## config.mk

```make
export PLATFORM = sky130hd
export DESIGN_NAME = ets_sequencer
export DESIGN_NICKNAME = d
export VERILOG_FILES = /design/src/inc/ets_pkg.sv /design/src/hdl/ets_sequencer.sv
export VERILOG_INCLUDE_DIRS = /design/src /design/src/inc
export SDC_FILE = /design/constraint.sdc
export NUM_CORES = 1
export LEC_CHECK = 0
export BUFFER_PORTS_ARGS = -buffer_cell sky130_fd_sc_hd__buf_2
export CAP_MARGIN = 0
export CELL_PAD_IN_SITES_DETAIL_PLACEMENT = 2
export CELL_PAD_IN_SITES_GLOBAL_PLACEMENT = 2
export CORE_ASPECT_RATIO = 1.4
export CORE_MARGIN = 2
export CORE_UTILIZATION = 41
export CTS_CLUSTER_SIZE = 24
export DETAILED_ROUTE_END_ITERATION = 6
export GPL_TIMING_DRIVEN = 0
export PLACE_DENSITY_LB_ADDON = 0.1
export SYNTH_ARGS = -nofsm -noshare
export SYNTH_HDL_FRONTEND = slang
export SYNTH_SLANG_ARGS = --single-unit
```

## constraint.sdc

```tcl
create_clock -name clk -period 3.4 [get_ports clk]
set_clock_uncertainty 0.15 [all_clocks]
set_input_delay 0.17 -clock clk [delete_from_list [all_inputs] [get_ports clk]]
set_output_delay 0.17 -clock clk [all_outputs]
set_load 0.02 [all_outputs]
```

## src/inc/ets_consts.svh

```systemverilog
`ifndef ETS_CONSTS_SVH
`define ETS_CONSTS_SVH
`define ETS_ADDR_CTRL 4'h0
`define ETS_ADDR_ENA_PAT 4'h1
`define ETS_ADDR_TRG_PAT 4'h2
`define ETS_ADDR_CHSEL 4'h3
`define ETS_ADDR_DELAY 4'h4
`define ETS_ADDR_STATUS 4'h5
`define ETS_ADDR_CMD 4'h6
`define ETS_CTRL_EMODE_LSB 0
`define ETS_CTRL_EFALSE 2
`define ETS_CTRL_TMODE_LSB 3
`define ETS_CTRL_TFALSE 5
`define ETS_CTRL_FILTER 6
`define ETS_CTRL_ANALOG 7
`define ETS_PAT_CARE_LSB 0
`define ETS_PAT_VAL_LSB 16
`define ETS_DELAY_EVT 16
`define ETS_CMD_ARM 0
`define ETS_CMD_MAN_EN 1
`define ETS_CMD_MAN_TRG 2
`define ETS_ST_EN_BIT 0
`define ETS_ST_TRG_BIT 1
`define ETS_ST_DLY_BIT 2
`define ETS_ST_DONE_BIT 3
`define ETS_ST_EMODE_LSB 4
`define ETS_ST_TMODE_LSB 6
`define ETS_ST_CNT_LSB 16
`define ETS_CHSEL_RST 8'hFF
`define ETS_PAT_RST 9'h000
`define ETS_DELAY_RST 16'h0000
`define ETS_DELAY_MAX 16'hFDE8
`define ETS_ANALOG_MASK 8'hF0
`define ETS_ADC_MSB 3
`define ETS_FILTER_LEN 3
`define ETS_CLK_NS 40
`define ETS_LATCH_NS 2
`define ETS_LATCH_CYC ((`ETS_LATCH_NS + `ETS_CLK_NS - 1) / `ETS_CLK_NS)
`endif

```

## src/inc/ets_pkg.sv

```systemverilog
package ets_pkg;
  typedef enum {
    ETS_IDLE,
    ETS_WAIT_EN,
    ETS_WAIT_TRG,
    ETS_DELAY,
    ETS_DONE
  } ets_state_t;
  typedef enum logic [1:0] {
    ETS_EN_AUTO,
    ETS_EN_MANUAL,
    ETS_EN_COMB
  } ets_emode_t;
  typedef enum logic [1:0] {
    ETS_TRG_AUTO,
    ETS_TRG_MANUAL,
    ETS_TRG_COMB,
    ETS_TRG_ANALOG
  } ets_tmode_t;
endpackage : ets_pkg

```

## src/hdl/ets_sequencer.sv

```systemverilog
// The plain strobed port and the placing of the registers are this design's own decisions.
`timescale 1ns/1ps
`include "ets_consts.svh"
// Notes on behaviour
// - After arming, an enable event on the 9-bit word precedes trigger search.
// - Automatic enable skips the enable stage straight after arming.
// - Manual enable ignores the inputs and waits for the manual command.
// - Writing a new enable pattern selects combinational enable.
// - Each pattern bit is one, zero or don't-care; don't-care is ignored.
// - Manual enable forces the event while awaiting combinational enable.
// - After such an override the enable mode stays manual until reselected.
// - True enable fires on a match; status moves to trigger wait.
// - False enable finds the pattern, then fires when a compared bit changes.
// - Enable and trigger patterns each carry their own qualifier bit.
// - Manual trigger ignores the pattern and waits for the manual trigger.
// - Automatic trigger fires at once after the enable stage.
// - Combinational trigger matches eight channel bits plus the qualifier.
// - Deselected channels take no part in trigger matching.
// - Unfiltered triggering accepts a pattern seen on a single sample.
// - Filter on needs three consecutive matching samples; off needs one.
// - True trigger fires on match rising; false trigger on match falling.
// - Analog trigger fires on converter MSB rising (true) or falling.
// - After trigger, recording runs up to 65000 clocks or events more.
// - In analog use only channel bits 4 to 7 are matched.
module ets_sequencer
  import ets_pkg::*;
#(
  parameter int DELAY_W = 16
)
(
  input wire logic clk,
  input wire logic reset_n,
  input wire logic [3:0] addr,
  input wire logic [31:0] wr_data,
  input wire logic wr_en,
  input wire logic rd_en,
  output logic [31:0] rd_data,
  input wire logic [7:0] probe_data,
  input wire logic pattern_qualifier_bit,
  input wire logic [3:0] adc_data,
  output logic awaiting_enable,
  output logic awaiting_trigger_indication,
  output logic delaying,
  output logic record_done
);

  ////////////////////////////////////////////////////////////////////////////
  // Decoding helpers.

  function automatic logic pat_match(
    input logic [8:0] d,
    input logic [8:0] care,
    input logic [8:0] val,
    input logic [8:0] mask
  );
    pat_match = &(~(care & mask) | ~(d ^ val));
  endfunction : pat_match

  function automatic ets_emode_t to_emode(input logic [1:0] v);
    if (v == 2'h1)
    begin
      to_emode = ETS_EN_MANUAL;
    end
    else if (v == 2'h2)
    begin
      to_emode = ETS_EN_COMB;
    end
    else
    begin
      to_emode = ETS_EN_AUTO;
    end
  endfunction : to_emode

  ////////////////////////////////////////////////////////////////////////////
  // Declarations.

  ets_emode_t emode_r;
  ets_tmode_t tmode_r;
  logic efalse_r;
  logic tfalse_r;
  logic filter_r;
  logic analog_r;
  logic [8:0] ecare_r;
  logic [8:0] eval_r;
  logic [8:0] tcare_r;
  logic [8:0] tval_r;
  logic [7:0] chsel_r;
  logic [DELAY_W-1:0] dly_r;
  logic dly_evt_r;
  ets_state_t state_r;
  ets_state_t state_nxt;
  logic [DELAY_W-1:0] cnt_r;
  logic eseen_r;
  logic tprev_r;
  logic aprev_r;
  logic [1:0] run_r;
  logic [31:0] rd_data_r;
  logic awaiting_enable_r;
  logic awaiting_trigger_r;
  logic delaying_r;
  logic record_done_r;
  logic wr_ctrl;
  logic wr_epat;
  logic wr_tpat;
  logic wr_cmd;
  logic arm;
  logic man_en;
  logic man_trg;
  logic [8:0] sample;
  logic [8:0] mask;
  logic ematch;
  logic tmatch_raw;
  logic tmatch;
  logic [1:0] need;
  logic tedge;
  logic aedge;
  logic en_event;
  logic trg_event;
  logic dly_tick;

  ////////////////////////////////////////////////////////////////////////////
  // Register writes and commands.

  assign wr_ctrl = wr_en && (addr == `ETS_ADDR_CTRL);
  assign wr_epat = wr_en && (addr == `ETS_ADDR_ENA_PAT);
  assign wr_tpat = wr_en && (addr == `ETS_ADDR_TRG_PAT);
  assign wr_cmd = wr_en && (addr == `ETS_ADDR_CMD);
  assign arm = wr_cmd && wr_data[`ETS_CMD_ARM];
  assign man_en = wr_cmd && wr_data[`ETS_CMD_MAN_EN];
  assign man_trg = wr_cmd && wr_data[`ETS_CMD_MAN_TRG];

  always_ff @(posedge clk or negedge reset_n)
  begin
    if (!reset_n)
    begin
      emode_r <= ETS_EN_AUTO;
    end
    else if (wr_epat)
    begin
      emode_r <= ETS_EN_COMB;
    end
    else if (wr_ctrl)
    begin
      emode_r <= to_emode(wr_data[`ETS_CTRL_EMODE_LSB +: 2]);
    end
    else if (state_r == ETS_WAIT_EN && emode_r == ETS_EN_COMB && man_en)
    begin
      emode_r <= ETS_EN_MANUAL;
    end
  end

  always_ff @(posedge clk or negedge reset_n)
  begin
    if (!reset_n)
    begin
      tmode_r <= ETS_TRG_AUTO;
      efalse_r <= 1'b0;
      tfalse_r <= 1'b0;
      filter_r <= 1'b0;
      analog_r <= 1'b0;
    end
    else if (wr_ctrl)
    begin
      tmode_r <= ets_tmode_t'(wr_data[`ETS_CTRL_TMODE_LSB +: 2]);
      efalse_r <= wr_data[`ETS_CTRL_EFALSE];
      tfalse_r <= wr_data[`ETS_CTRL_TFALSE];
      filter_r <= wr_data[`ETS_CTRL_FILTER];
      analog_r <= wr_data[`ETS_CTRL_ANALOG];
    end
  end

  always_ff @(posedge clk or negedge reset_n)
  begin
    if (!reset_n)
    begin
      ecare_r <= `ETS_PAT_RST;
      eval_r <= `ETS_PAT_RST;
    end
    else if (wr_epat)
    begin
      ecare_r <= wr_data[`ETS_PAT_CARE_LSB +: 9];
      eval_r <= wr_data[`ETS_PAT_VAL_LSB +: 9];
    end
  end

  always_ff @(posedge clk or negedge reset_n)
  begin
    if (!reset_n)
    begin
      tcare_r <= `ETS_PAT_RST;
      tval_r <= `ETS_PAT_RST;
    end
    else if (wr_tpat)
    begin
      tcare_r <= wr_data[`ETS_PAT_CARE_LSB +: 9];
      tval_r <= wr_data[`ETS_PAT_VAL_LSB +: 9];
    end
  end

  always_ff @(posedge clk or negedge reset_n)
  begin
    if (!reset_n)
    begin
      chsel_r <= `ETS_CHSEL_RST;
    end
    else if (wr_en && addr == `ETS_ADDR_CHSEL)
    begin
      chsel_r <= wr_data[7:0];
    end
  end

  always_ff @(posedge clk or negedge reset_n)
  begin
    if (!reset_n)
    begin
      dly_r <= DELAY_W'(`ETS_DELAY_RST);
      dly_evt_r <= 1'b0;
    end
    else if (wr_en && addr == `ETS_ADDR_DELAY)
    begin
      if (wr_data[DELAY_W-1:0] > DELAY_W'(`ETS_DELAY_MAX))
      begin
        dly_r <= DELAY_W'(`ETS_DELAY_MAX);
      end
      else
      begin
        dly_r <= wr_data[DELAY_W-1:0];
      end
      dly_evt_r <= wr_data[`ETS_DELAY_EVT];
    end
  end

  ////////////////////////////////////////////////////////////////////////////
  // Pattern matching and edge detection.

  assign sample = {pattern_qualifier_bit, probe_data};
  // Analog use gives bits 0 to 3 to the converter.
  assign mask = {1'b1, chsel_r & ((analog_r || tmode_r == ETS_TRG_ANALOG)
    ? `ETS_ANALOG_MASK : 8'hFF)};
  assign ematch = pat_match(sample, ecare_r, eval_r, mask);
  assign tmatch_raw = pat_match(sample, tcare_r, tval_r, mask);
  assign need = filter_r ? 2'(`ETS_FILTER_LEN - 1)
    : 2'(`ETS_LATCH_CYC - 1);
  assign tmatch = tmatch_raw && (run_r >= need);
  assign tedge = tfalse_r ? (tprev_r && !tmatch)
    : (!tprev_r && tmatch);
  assign aedge = tfalse_r ? (aprev_r && !adc_data[`ETS_ADC_MSB])
    : (!aprev_r && adc_data[`ETS_ADC_MSB]);

  always_ff @(posedge clk or negedge reset_n)
  begin
    if (!reset_n)
    begin
      run_r <= 2'h0;
    end
    else if (!tmatch_raw)
    begin
      run_r <= 2'h0;
    end
    else if (run_r != 2'h3)
    begin
      run_r <= run_r + 2'h1;
    end
  end

  always_ff @(posedge clk or negedge reset_n)
  begin
    if (!reset_n)
    begin
      tprev_r <= 1'b0;
      aprev_r <= 1'b0;
    end
    else
    begin
      tprev_r <= tmatch;
      aprev_r <= adc_data[`ETS_ADC_MSB];
    end
  end

  always_ff @(posedge clk or negedge reset_n)
  begin
    if (!reset_n)
    begin
      eseen_r <= 1'b0;
    end
    else if (arm || state_r != ETS_WAIT_EN)
    begin
      eseen_r <= 1'b0;
    end
    else if (ematch)
    begin
      eseen_r <= 1'b1;
    end
  end

  always_comb
  begin
    en_event = 1'b0;
    case (emode_r)
      ETS_EN_AUTO: en_event = 1'b1;
      ETS_EN_MANUAL: en_event = man_en;
      // A manual command completes a stalled combinational search.
      ETS_EN_COMB: en_event = man_en || (efalse_r
        ? (eseen_r && !ematch) : ematch);
      default: en_event = 1'b0;
    endcase
  end

  always_comb
  begin
    trg_event = 1'b0;
    case (tmode_r)
      ETS_TRG_AUTO: trg_event = 1'b1;
      ETS_TRG_MANUAL: trg_event = man_trg;
      ETS_TRG_COMB: trg_event = tedge;
      ETS_TRG_ANALOG: trg_event = aedge;
      default: trg_event = 1'b0;
    endcase
  end

  assign dly_tick = !dly_evt_r || (tmode_r == ETS_TRG_AUTO)
    || trg_event;

  ////////////////////////////////////////////////////////////////////////////
  // Sequencer.

  always_comb
  begin
    state_nxt = state_r;
    if (arm)
    begin
      state_nxt = (emode_r == ETS_EN_AUTO) ? ETS_WAIT_TRG
        : ETS_WAIT_EN;
    end
    else
    begin
      case (state_r)
        ETS_WAIT_EN:
          if (en_event)
          begin
            state_nxt = ETS_WAIT_TRG;
          end
        ETS_WAIT_TRG:
          if (trg_event)
          begin
            state_nxt = ETS_DELAY;
          end
        ETS_DELAY:
          if (cnt_r == '0)
          begin
            state_nxt = ETS_DONE;
          end
        default: state_nxt = state_r;
      endcase
    end
  end

  always_ff @(posedge clk or negedge reset_n)
  begin
    if (!reset_n)
    begin
      state_r <= ETS_IDLE;
    end
    else
    begin
      state_r <= state_nxt;
    end
  end

  always_ff @(posedge clk or negedge reset_n)
  begin
    if (!reset_n)
    begin
      cnt_r <= '0;
    end
    else if (state_r == ETS_WAIT_TRG && state_nxt == ETS_DELAY)
    begin
      cnt_r <= dly_r;
    end
    else if (state_r == ETS_DELAY && cnt_r != '0 && dly_tick)
    begin
      cnt_r <= cnt_r - DELAY_W'(1);
    end
  end

  always_ff @(posedge clk or negedge reset_n)
  begin
    if (!reset_n)
    begin
      awaiting_enable_r <= 1'b0;
      awaiting_trigger_r <= 1'b0;
      delaying_r <= 1'b0;
      record_done_r <= 1'b0;
    end
    else
    begin
      awaiting_enable_r <= state_nxt == ETS_WAIT_EN;
      awaiting_trigger_r <= state_nxt == ETS_WAIT_TRG;
      delaying_r <= state_nxt == ETS_DELAY;
      record_done_r <= state_nxt == ETS_DONE;
    end
  end

  assign awaiting_enable = awaiting_enable_r;
  assign awaiting_trigger_indication = awaiting_trigger_r;
  assign delaying = delaying_r;
  assign record_done = record_done_r;

  ////////////////////////////////////////////////////////////////////////////
  // Register reads.

  always_ff @(posedge clk or negedge reset_n)
  begin
    if (!reset_n)
    begin
      rd_data_r <= 32'h0;
    end
    else if (!rd_en)
    begin
      rd_data_r <= 32'h0;
    end
    else if (addr == `ETS_ADDR_CTRL)
    begin
      rd_data_r <= {24'h0, analog_r, filter_r, tfalse_r, tmode_r,
        efalse_r, emode_r};
    end
    else if (addr == `ETS_ADDR_ENA_PAT)
    begin
      rd_data_r <= {7'h0, eval_r, 7'h0, ecare_r};
    end
    else if (addr == `ETS_ADDR_TRG_PAT)
    begin
      rd_data_r <= {7'h0, tval_r, 7'h0, tcare_r};
    end
    else if (addr == `ETS_ADDR_CHSEL)
    begin
      rd_data_r <= {24'h0, chsel_r};
    end
    else if (addr == `ETS_ADDR_DELAY)
    begin
      rd_data_r <= 32'({dly_evt_r, 16'(dly_r)});
    end
    else if (addr == `ETS_ADDR_STATUS)
    begin
      rd_data_r <= {16'(cnt_r), 8'h0, tmode_r, emode_r, record_done_r,
        delaying_r, awaiting_trigger_r, awaiting_enable_r};
    end
    else
    begin
      rd_data_r <= 32'h0;
    end
  end

  assign rd_data = rd_data_r;

  ////////////////////////////////////////////////////////////////////////////
  // Checks.

  chk_auto_enable_skip: assert property (@(posedge clk) disable iff (!reset_n)
    arm && emode_r == ETS_EN_AUTO |=> awaiting_trigger_indication)
    else $error("Automatic enable did not skip the enable stage.");

  chk_load_selects_comb: assert property (@(posedge clk) disable iff (!reset_n)
    wr_epat |=> emode_r == ETS_EN_COMB)
    else $error("Enable pattern load did not select combinational.");

  chk_manual_override: assert property (@(posedge clk) disable iff (!reset_n)
    state_r == ETS_WAIT_EN && emode_r == ETS_EN_COMB && man_en && !arm
    && !wr_epat && !wr_ctrl
    |=> emode_r == ETS_EN_MANUAL && state_r == ETS_WAIT_TRG)
    else $error("Manual override of combinational enable failed.");

  chk_status_change: assert property (@(posedge clk) disable iff (!reset_n)
    state_r == ETS_WAIT_EN && en_event && !arm
    |=> awaiting_trigger_indication && !awaiting_enable)
    else $error("Status did not move to awaiting trigger.");

  chk_manual_trig_wait: assert property (@(posedge clk) disable iff (!reset_n)
    state_r == ETS_WAIT_TRG && tmode_r == ETS_TRG_MANUAL && !man_trg && !arm
    |=> state_r == ETS_WAIT_TRG)
    else $error("Manual trigger mode left without a command.");

  chk_auto_trig_fire: assert property (@(posedge clk) disable iff (!reset_n)
    state_r == ETS_WAIT_TRG && tmode_r == ETS_TRG_AUTO && !arm
    |=> delaying)
    else $error("Automatic trigger did not fire at once.");

  chk_filter_three: assert property (@(posedge clk) disable iff (!reset_n)
    tmatch && filter_r
    |-> tmatch_raw && $past(tmatch_raw) && $past(tmatch_raw, 2))
    else $error("Filtered match without three matching samples.");

  chk_analog_rise: assert property (@(posedge clk) disable iff (!reset_n)
    state_r == ETS_WAIT_TRG && tmode_r == ETS_TRG_ANALOG && !tfalse_r
    && !arm && !adc_data[`ETS_ADC_MSB] ##1 adc_data[`ETS_ADC_MSB] && !arm
    |=> delaying)
    else $error("Analog rising MSB did not trigger.");

  chk_delay_clocks: assert property (@(posedge clk) disable iff (!reset_n)
    state_r == ETS_WAIT_TRG && state_nxt == ETS_DELAY && dly_r == 16'h0002
    && !dly_evt_r ##1 !arm [*3]
    |=> record_done)
    else $error("Clock delay did not end on time.");

  chk_arm_restart: assert property (@(posedge clk) disable iff (!reset_n)
    arm && emode_r != ETS_EN_AUTO |=> awaiting_enable && state_r == ETS_WAIT_EN)
    else $error("Arm did not return to awaiting enable.");

endmodule : ets_sequencer

```

==> out/qor.yml <==
run_status:
  status: "completed"
cells_and_area:
  ff_latch_area_um2: 3960
  final_common_cell: "dfrtp_1"
  drive_above_1_share: 0.255
  syn2layout_area_growth_pct: 20.7
  fillCellCount: 1853
  layout_common_cells: "dfrtp_1, buf_2, nand2_1"
  fin_cells: 1060
  fin_nets: 863
  multi_input_area_um2: 3360
sta:
  setup_viol: 0
  hold_viol_final: 0
  fmax_ghz: 0.320
  hold_ws_ns: 0.0194
  relSlewSlack: 0.234
  fin_crit_sh: 0.919
  rsz0062_at_grt: "false"
  drv_slew: 0
  tightest_slew_ns: 1.14
  min_period_ns: 3.13
synthesis:
  synthCells: 683
  synth_cell_type_count: 76
  synth-seq-cells: 158
  syn_area_per_cell_um2: 11.1
  synth-edff-count: 0
  synth_nets: 740
  ys_seq_area_frac: 0.525
  synth_area_um2: 7550
  async_flop_share: 1.00
  synth_warnings: 0
  synth_ff_type: "dfrtp_1"
global_routing:
  grt_pass1_vias: 6995
  antenna_found_initial: 0
  grt_pass1_wl_mm: 41.1
  grt_usage: 0.277
  grt_max_degree: 86
  grt-ovfl-total: 0
detailed_routing:
  ant_nets: 0
  routed_via_density: 5.72
  drt-total-wl_mm: 25.9
  drtIter0Drc: 362
  wl_per_cell_um: 24.5
  drt_pass1_iterations: 4
  drc_errors: 0
  vias: 6068
die:
  dieWidth_um: 119
  io_pins: 89
  die_h_um: 165
  placementRows: 58
  initial_utilization: 0.419
  coreArea_um2: 18000
  dieArea_um2: 19500
worst_setup_path:
  cp-end-kind: "register"
  worstPathRequired_ns: 3.53
  start_kind: "register"
  path_class: "reg -> reg"
  cp_max_fo: 10
  arrival_ns: 3.26
placed_design:
  place.gp.congestion: 0.899
  hpwl_mm: 18.2
  place_inst: 999
  io_buffers: 75
job:
  maxCapViolations: 0
clock_network:
  cts_made_buffers: 17
  cts.clk_slew.worst_paths_ns: 0.07
  clkLatencyLatePin_ns: 0.43
  clockRootBuffer: "clkbuf_16"
  cts_max_level: 4
  clock-sinks: 158
  clock_path_buffers: 2
  cts-resized-gates: 0
  cts_tree: "done"
power_and_ir_drop:
  power.density_nw_per_um2: 664
  cellLeakagePower_nw: 4.05
  vdd.ir_drop.worst_uv: 328
worst_hold_path:
  hold_path_class: "in -> reg"
==> cells by family (layout without fill, tap and decap cells) <==
| kind of cell | after synthesis | in the layout | share of synthesized area |
|---|---|---|---|
| AO/OA/AOI/OAI | 148 | 148 | 0.145 |
| XOR/XNOR | 20 | 20 | 0.0232 |
| adder cells (fa/ha/maj) | 5 | 5 | 0.00796 |
| buffers and inverters | 45 | 181 | 0.0297 |
| flip-flops | 158 | 158 | 0.525 |
| multiplexers | 61 | 61 | 0.0905 |
| other | 0 | 1 | 0 |
| AND/OR/NAND/NOR | 246 | 246 | 0.178 |
==> worst max-delay path, cell delays in order, from the launching register on <==
cell     delay, ns
dfrtp_1       0.39
nor4_1        0.39
nand4_1       0.29
nor4b_4       0.50
nand3_2       0.35
buf_2         0.32
o41ai_1       0.46
a21oi_1       0.13
==> power by group <==
group / internal (mW) / switching, mW / total (mW)
Clock: 1.05 / 0.816 / 1.87
Combinational: 0.641 / 0.882 / 1.52
Sequential: 2.23 / 0.422 / 2.66
==> metal layers <==
metal | global-route usage | routed length, um
met1 | 0.329 | 10600
met2 | 0.512 | 14100
met3 | 0.0404 | 640
met4 | 0.0942 | 684
met5 | 0 | 0
==> flip-flops by register name (all words and copies together), names as in the netlist, 2 cells and up <==
name,count
tval_r,9
rd_data,32
chsel_r,8
emode_r,2
ecare_r,9
dly_r,16
run_r,2
cnt_r,16
tcare_r,9
tmode_r,2
state_r,32
eval_r,9
==> stage by stage <==
step	setup WS (ns)	util	instance area (um^2)	setup TNS (ns)	power, mW
4_1_cts	0.379	0.506	9100	0	6.05
6_report	0.275	0.506	9110	0	6.05
3_5_place_dp	0.462	0.459	8260	0	4.14
5_1_grt	0.129	0.506	9100	0	6.34
2_1_floorplan	1.08	-	7550	0	3.53
3_3_place_gp	-0.289	0.457	8220	-40.83	4.01
==> worst paths after layout <==
kind / slack, ns / end / start / cells past startpoint
min in group asynchronous: 0.16 / rd_data[12] / reset_n / 2
max in group asynchronous: 2.03 / chsel_r[5] / reset_n / 3
hold / removal: 0.02 / rd_data[8] / addr[3] / 3
setup / recovery: 0.27 / cnt_r[9] / state_r[12] / 7
setup reg to reg: 0.27 / cnt_r[9] / state_r[12] / 7
hold reg to reg: 0.33 / state_r[17] / state_r[17] / 1
==> cells in the mapped netlist (3+ instances only) <==
| cell type | number | area, um^2 |
|---|---|---|
| nand3_1 | 12 | 60.1 |
| and3_1 | 3 | 18.8 |
| and2_1 | 42 | 263 |
| mux2_2 | 58 | 653 |
| nand2_1 | 65 | 244 |
| a221oi_1 | 7 | 61.3 |
| o31a_1 | 3 | 26.3 |
| nand4b_1 | 3 | 26.3 |
| clkbuf_1 | 16 | 60.1 |
| nand2b_1 | 7 | 43.8 |
| or3_1 | 3 | 18.8 |
| buf_6 | 4 | 45.0 |
| o21ai_1 | 3 | 15.0 |
| a22o_1 | 5 | 43.8 |
| o21ai_0 | 10 | 50.1 |
| o41a_1 | 3 | 33.8 |
| nand4_1 | 4 | 25.0 |
| nor2_1 | 46 | 173 |
| xnor2_1 | 13 | 114 |
| a21o_1 | 3 | 22.5 |
| a31oi_1 | 5 | 31.3 |
| a21oi_1 | 38 | 190 |
| inv_1 | 14 | 52.6 |
| nor3_2 | 4 | 40.0 |
| o31ai_1 | 6 | 45.0 |
| nor4_1 | 13 | 81.3 |
| o41ai_1 | 7 | 61.3 |
| dfstp_2 | 8 | 210 |
| a211oi_2 | 3 | 37.5 |
| nor3_1 | 12 | 60.1 |
| o22ai_1 | 6 | 37.5 |
| ha_1 | 4 | 50.1 |
| mux2i_1 | 3 | 30.0 |
| a211oi_1 | 13 | 97.6 |
| buf_1 | 4 | 15.0 |
| o2bb2ai_1 | 6 | 52.6 |
| xor2_1 | 7 | 61.3 |
| nor2b_1 | 12 | 75.1 |
| dfrtp_1 | 150 | 3750 |
| o22a_1 | 8 | 70.1 |
| buf_2 | 5 | 25.0 |
==> layout make-up <==
cell class / count / area share
flip-flops and latches: 158 / 0.435
multi-input cells: 480 / 0.369
repair buffers: 104 / 0.0757
clock buffers: 21 / 0.0506
well taps: 240 / 0.0330
plain buffers: 31 / 0.0188
clock inverters: 11 / 0.0118
inverters: 14 / 0.00577
diodes: 1 / 0.000275
==> what timing repair did <==
item,4_1_cts,5_1_grt
hold buffers,28,0
buffers inserted,0,0
endpoints found under the hold margin,144,0
(Power assumes the default switching activity.)
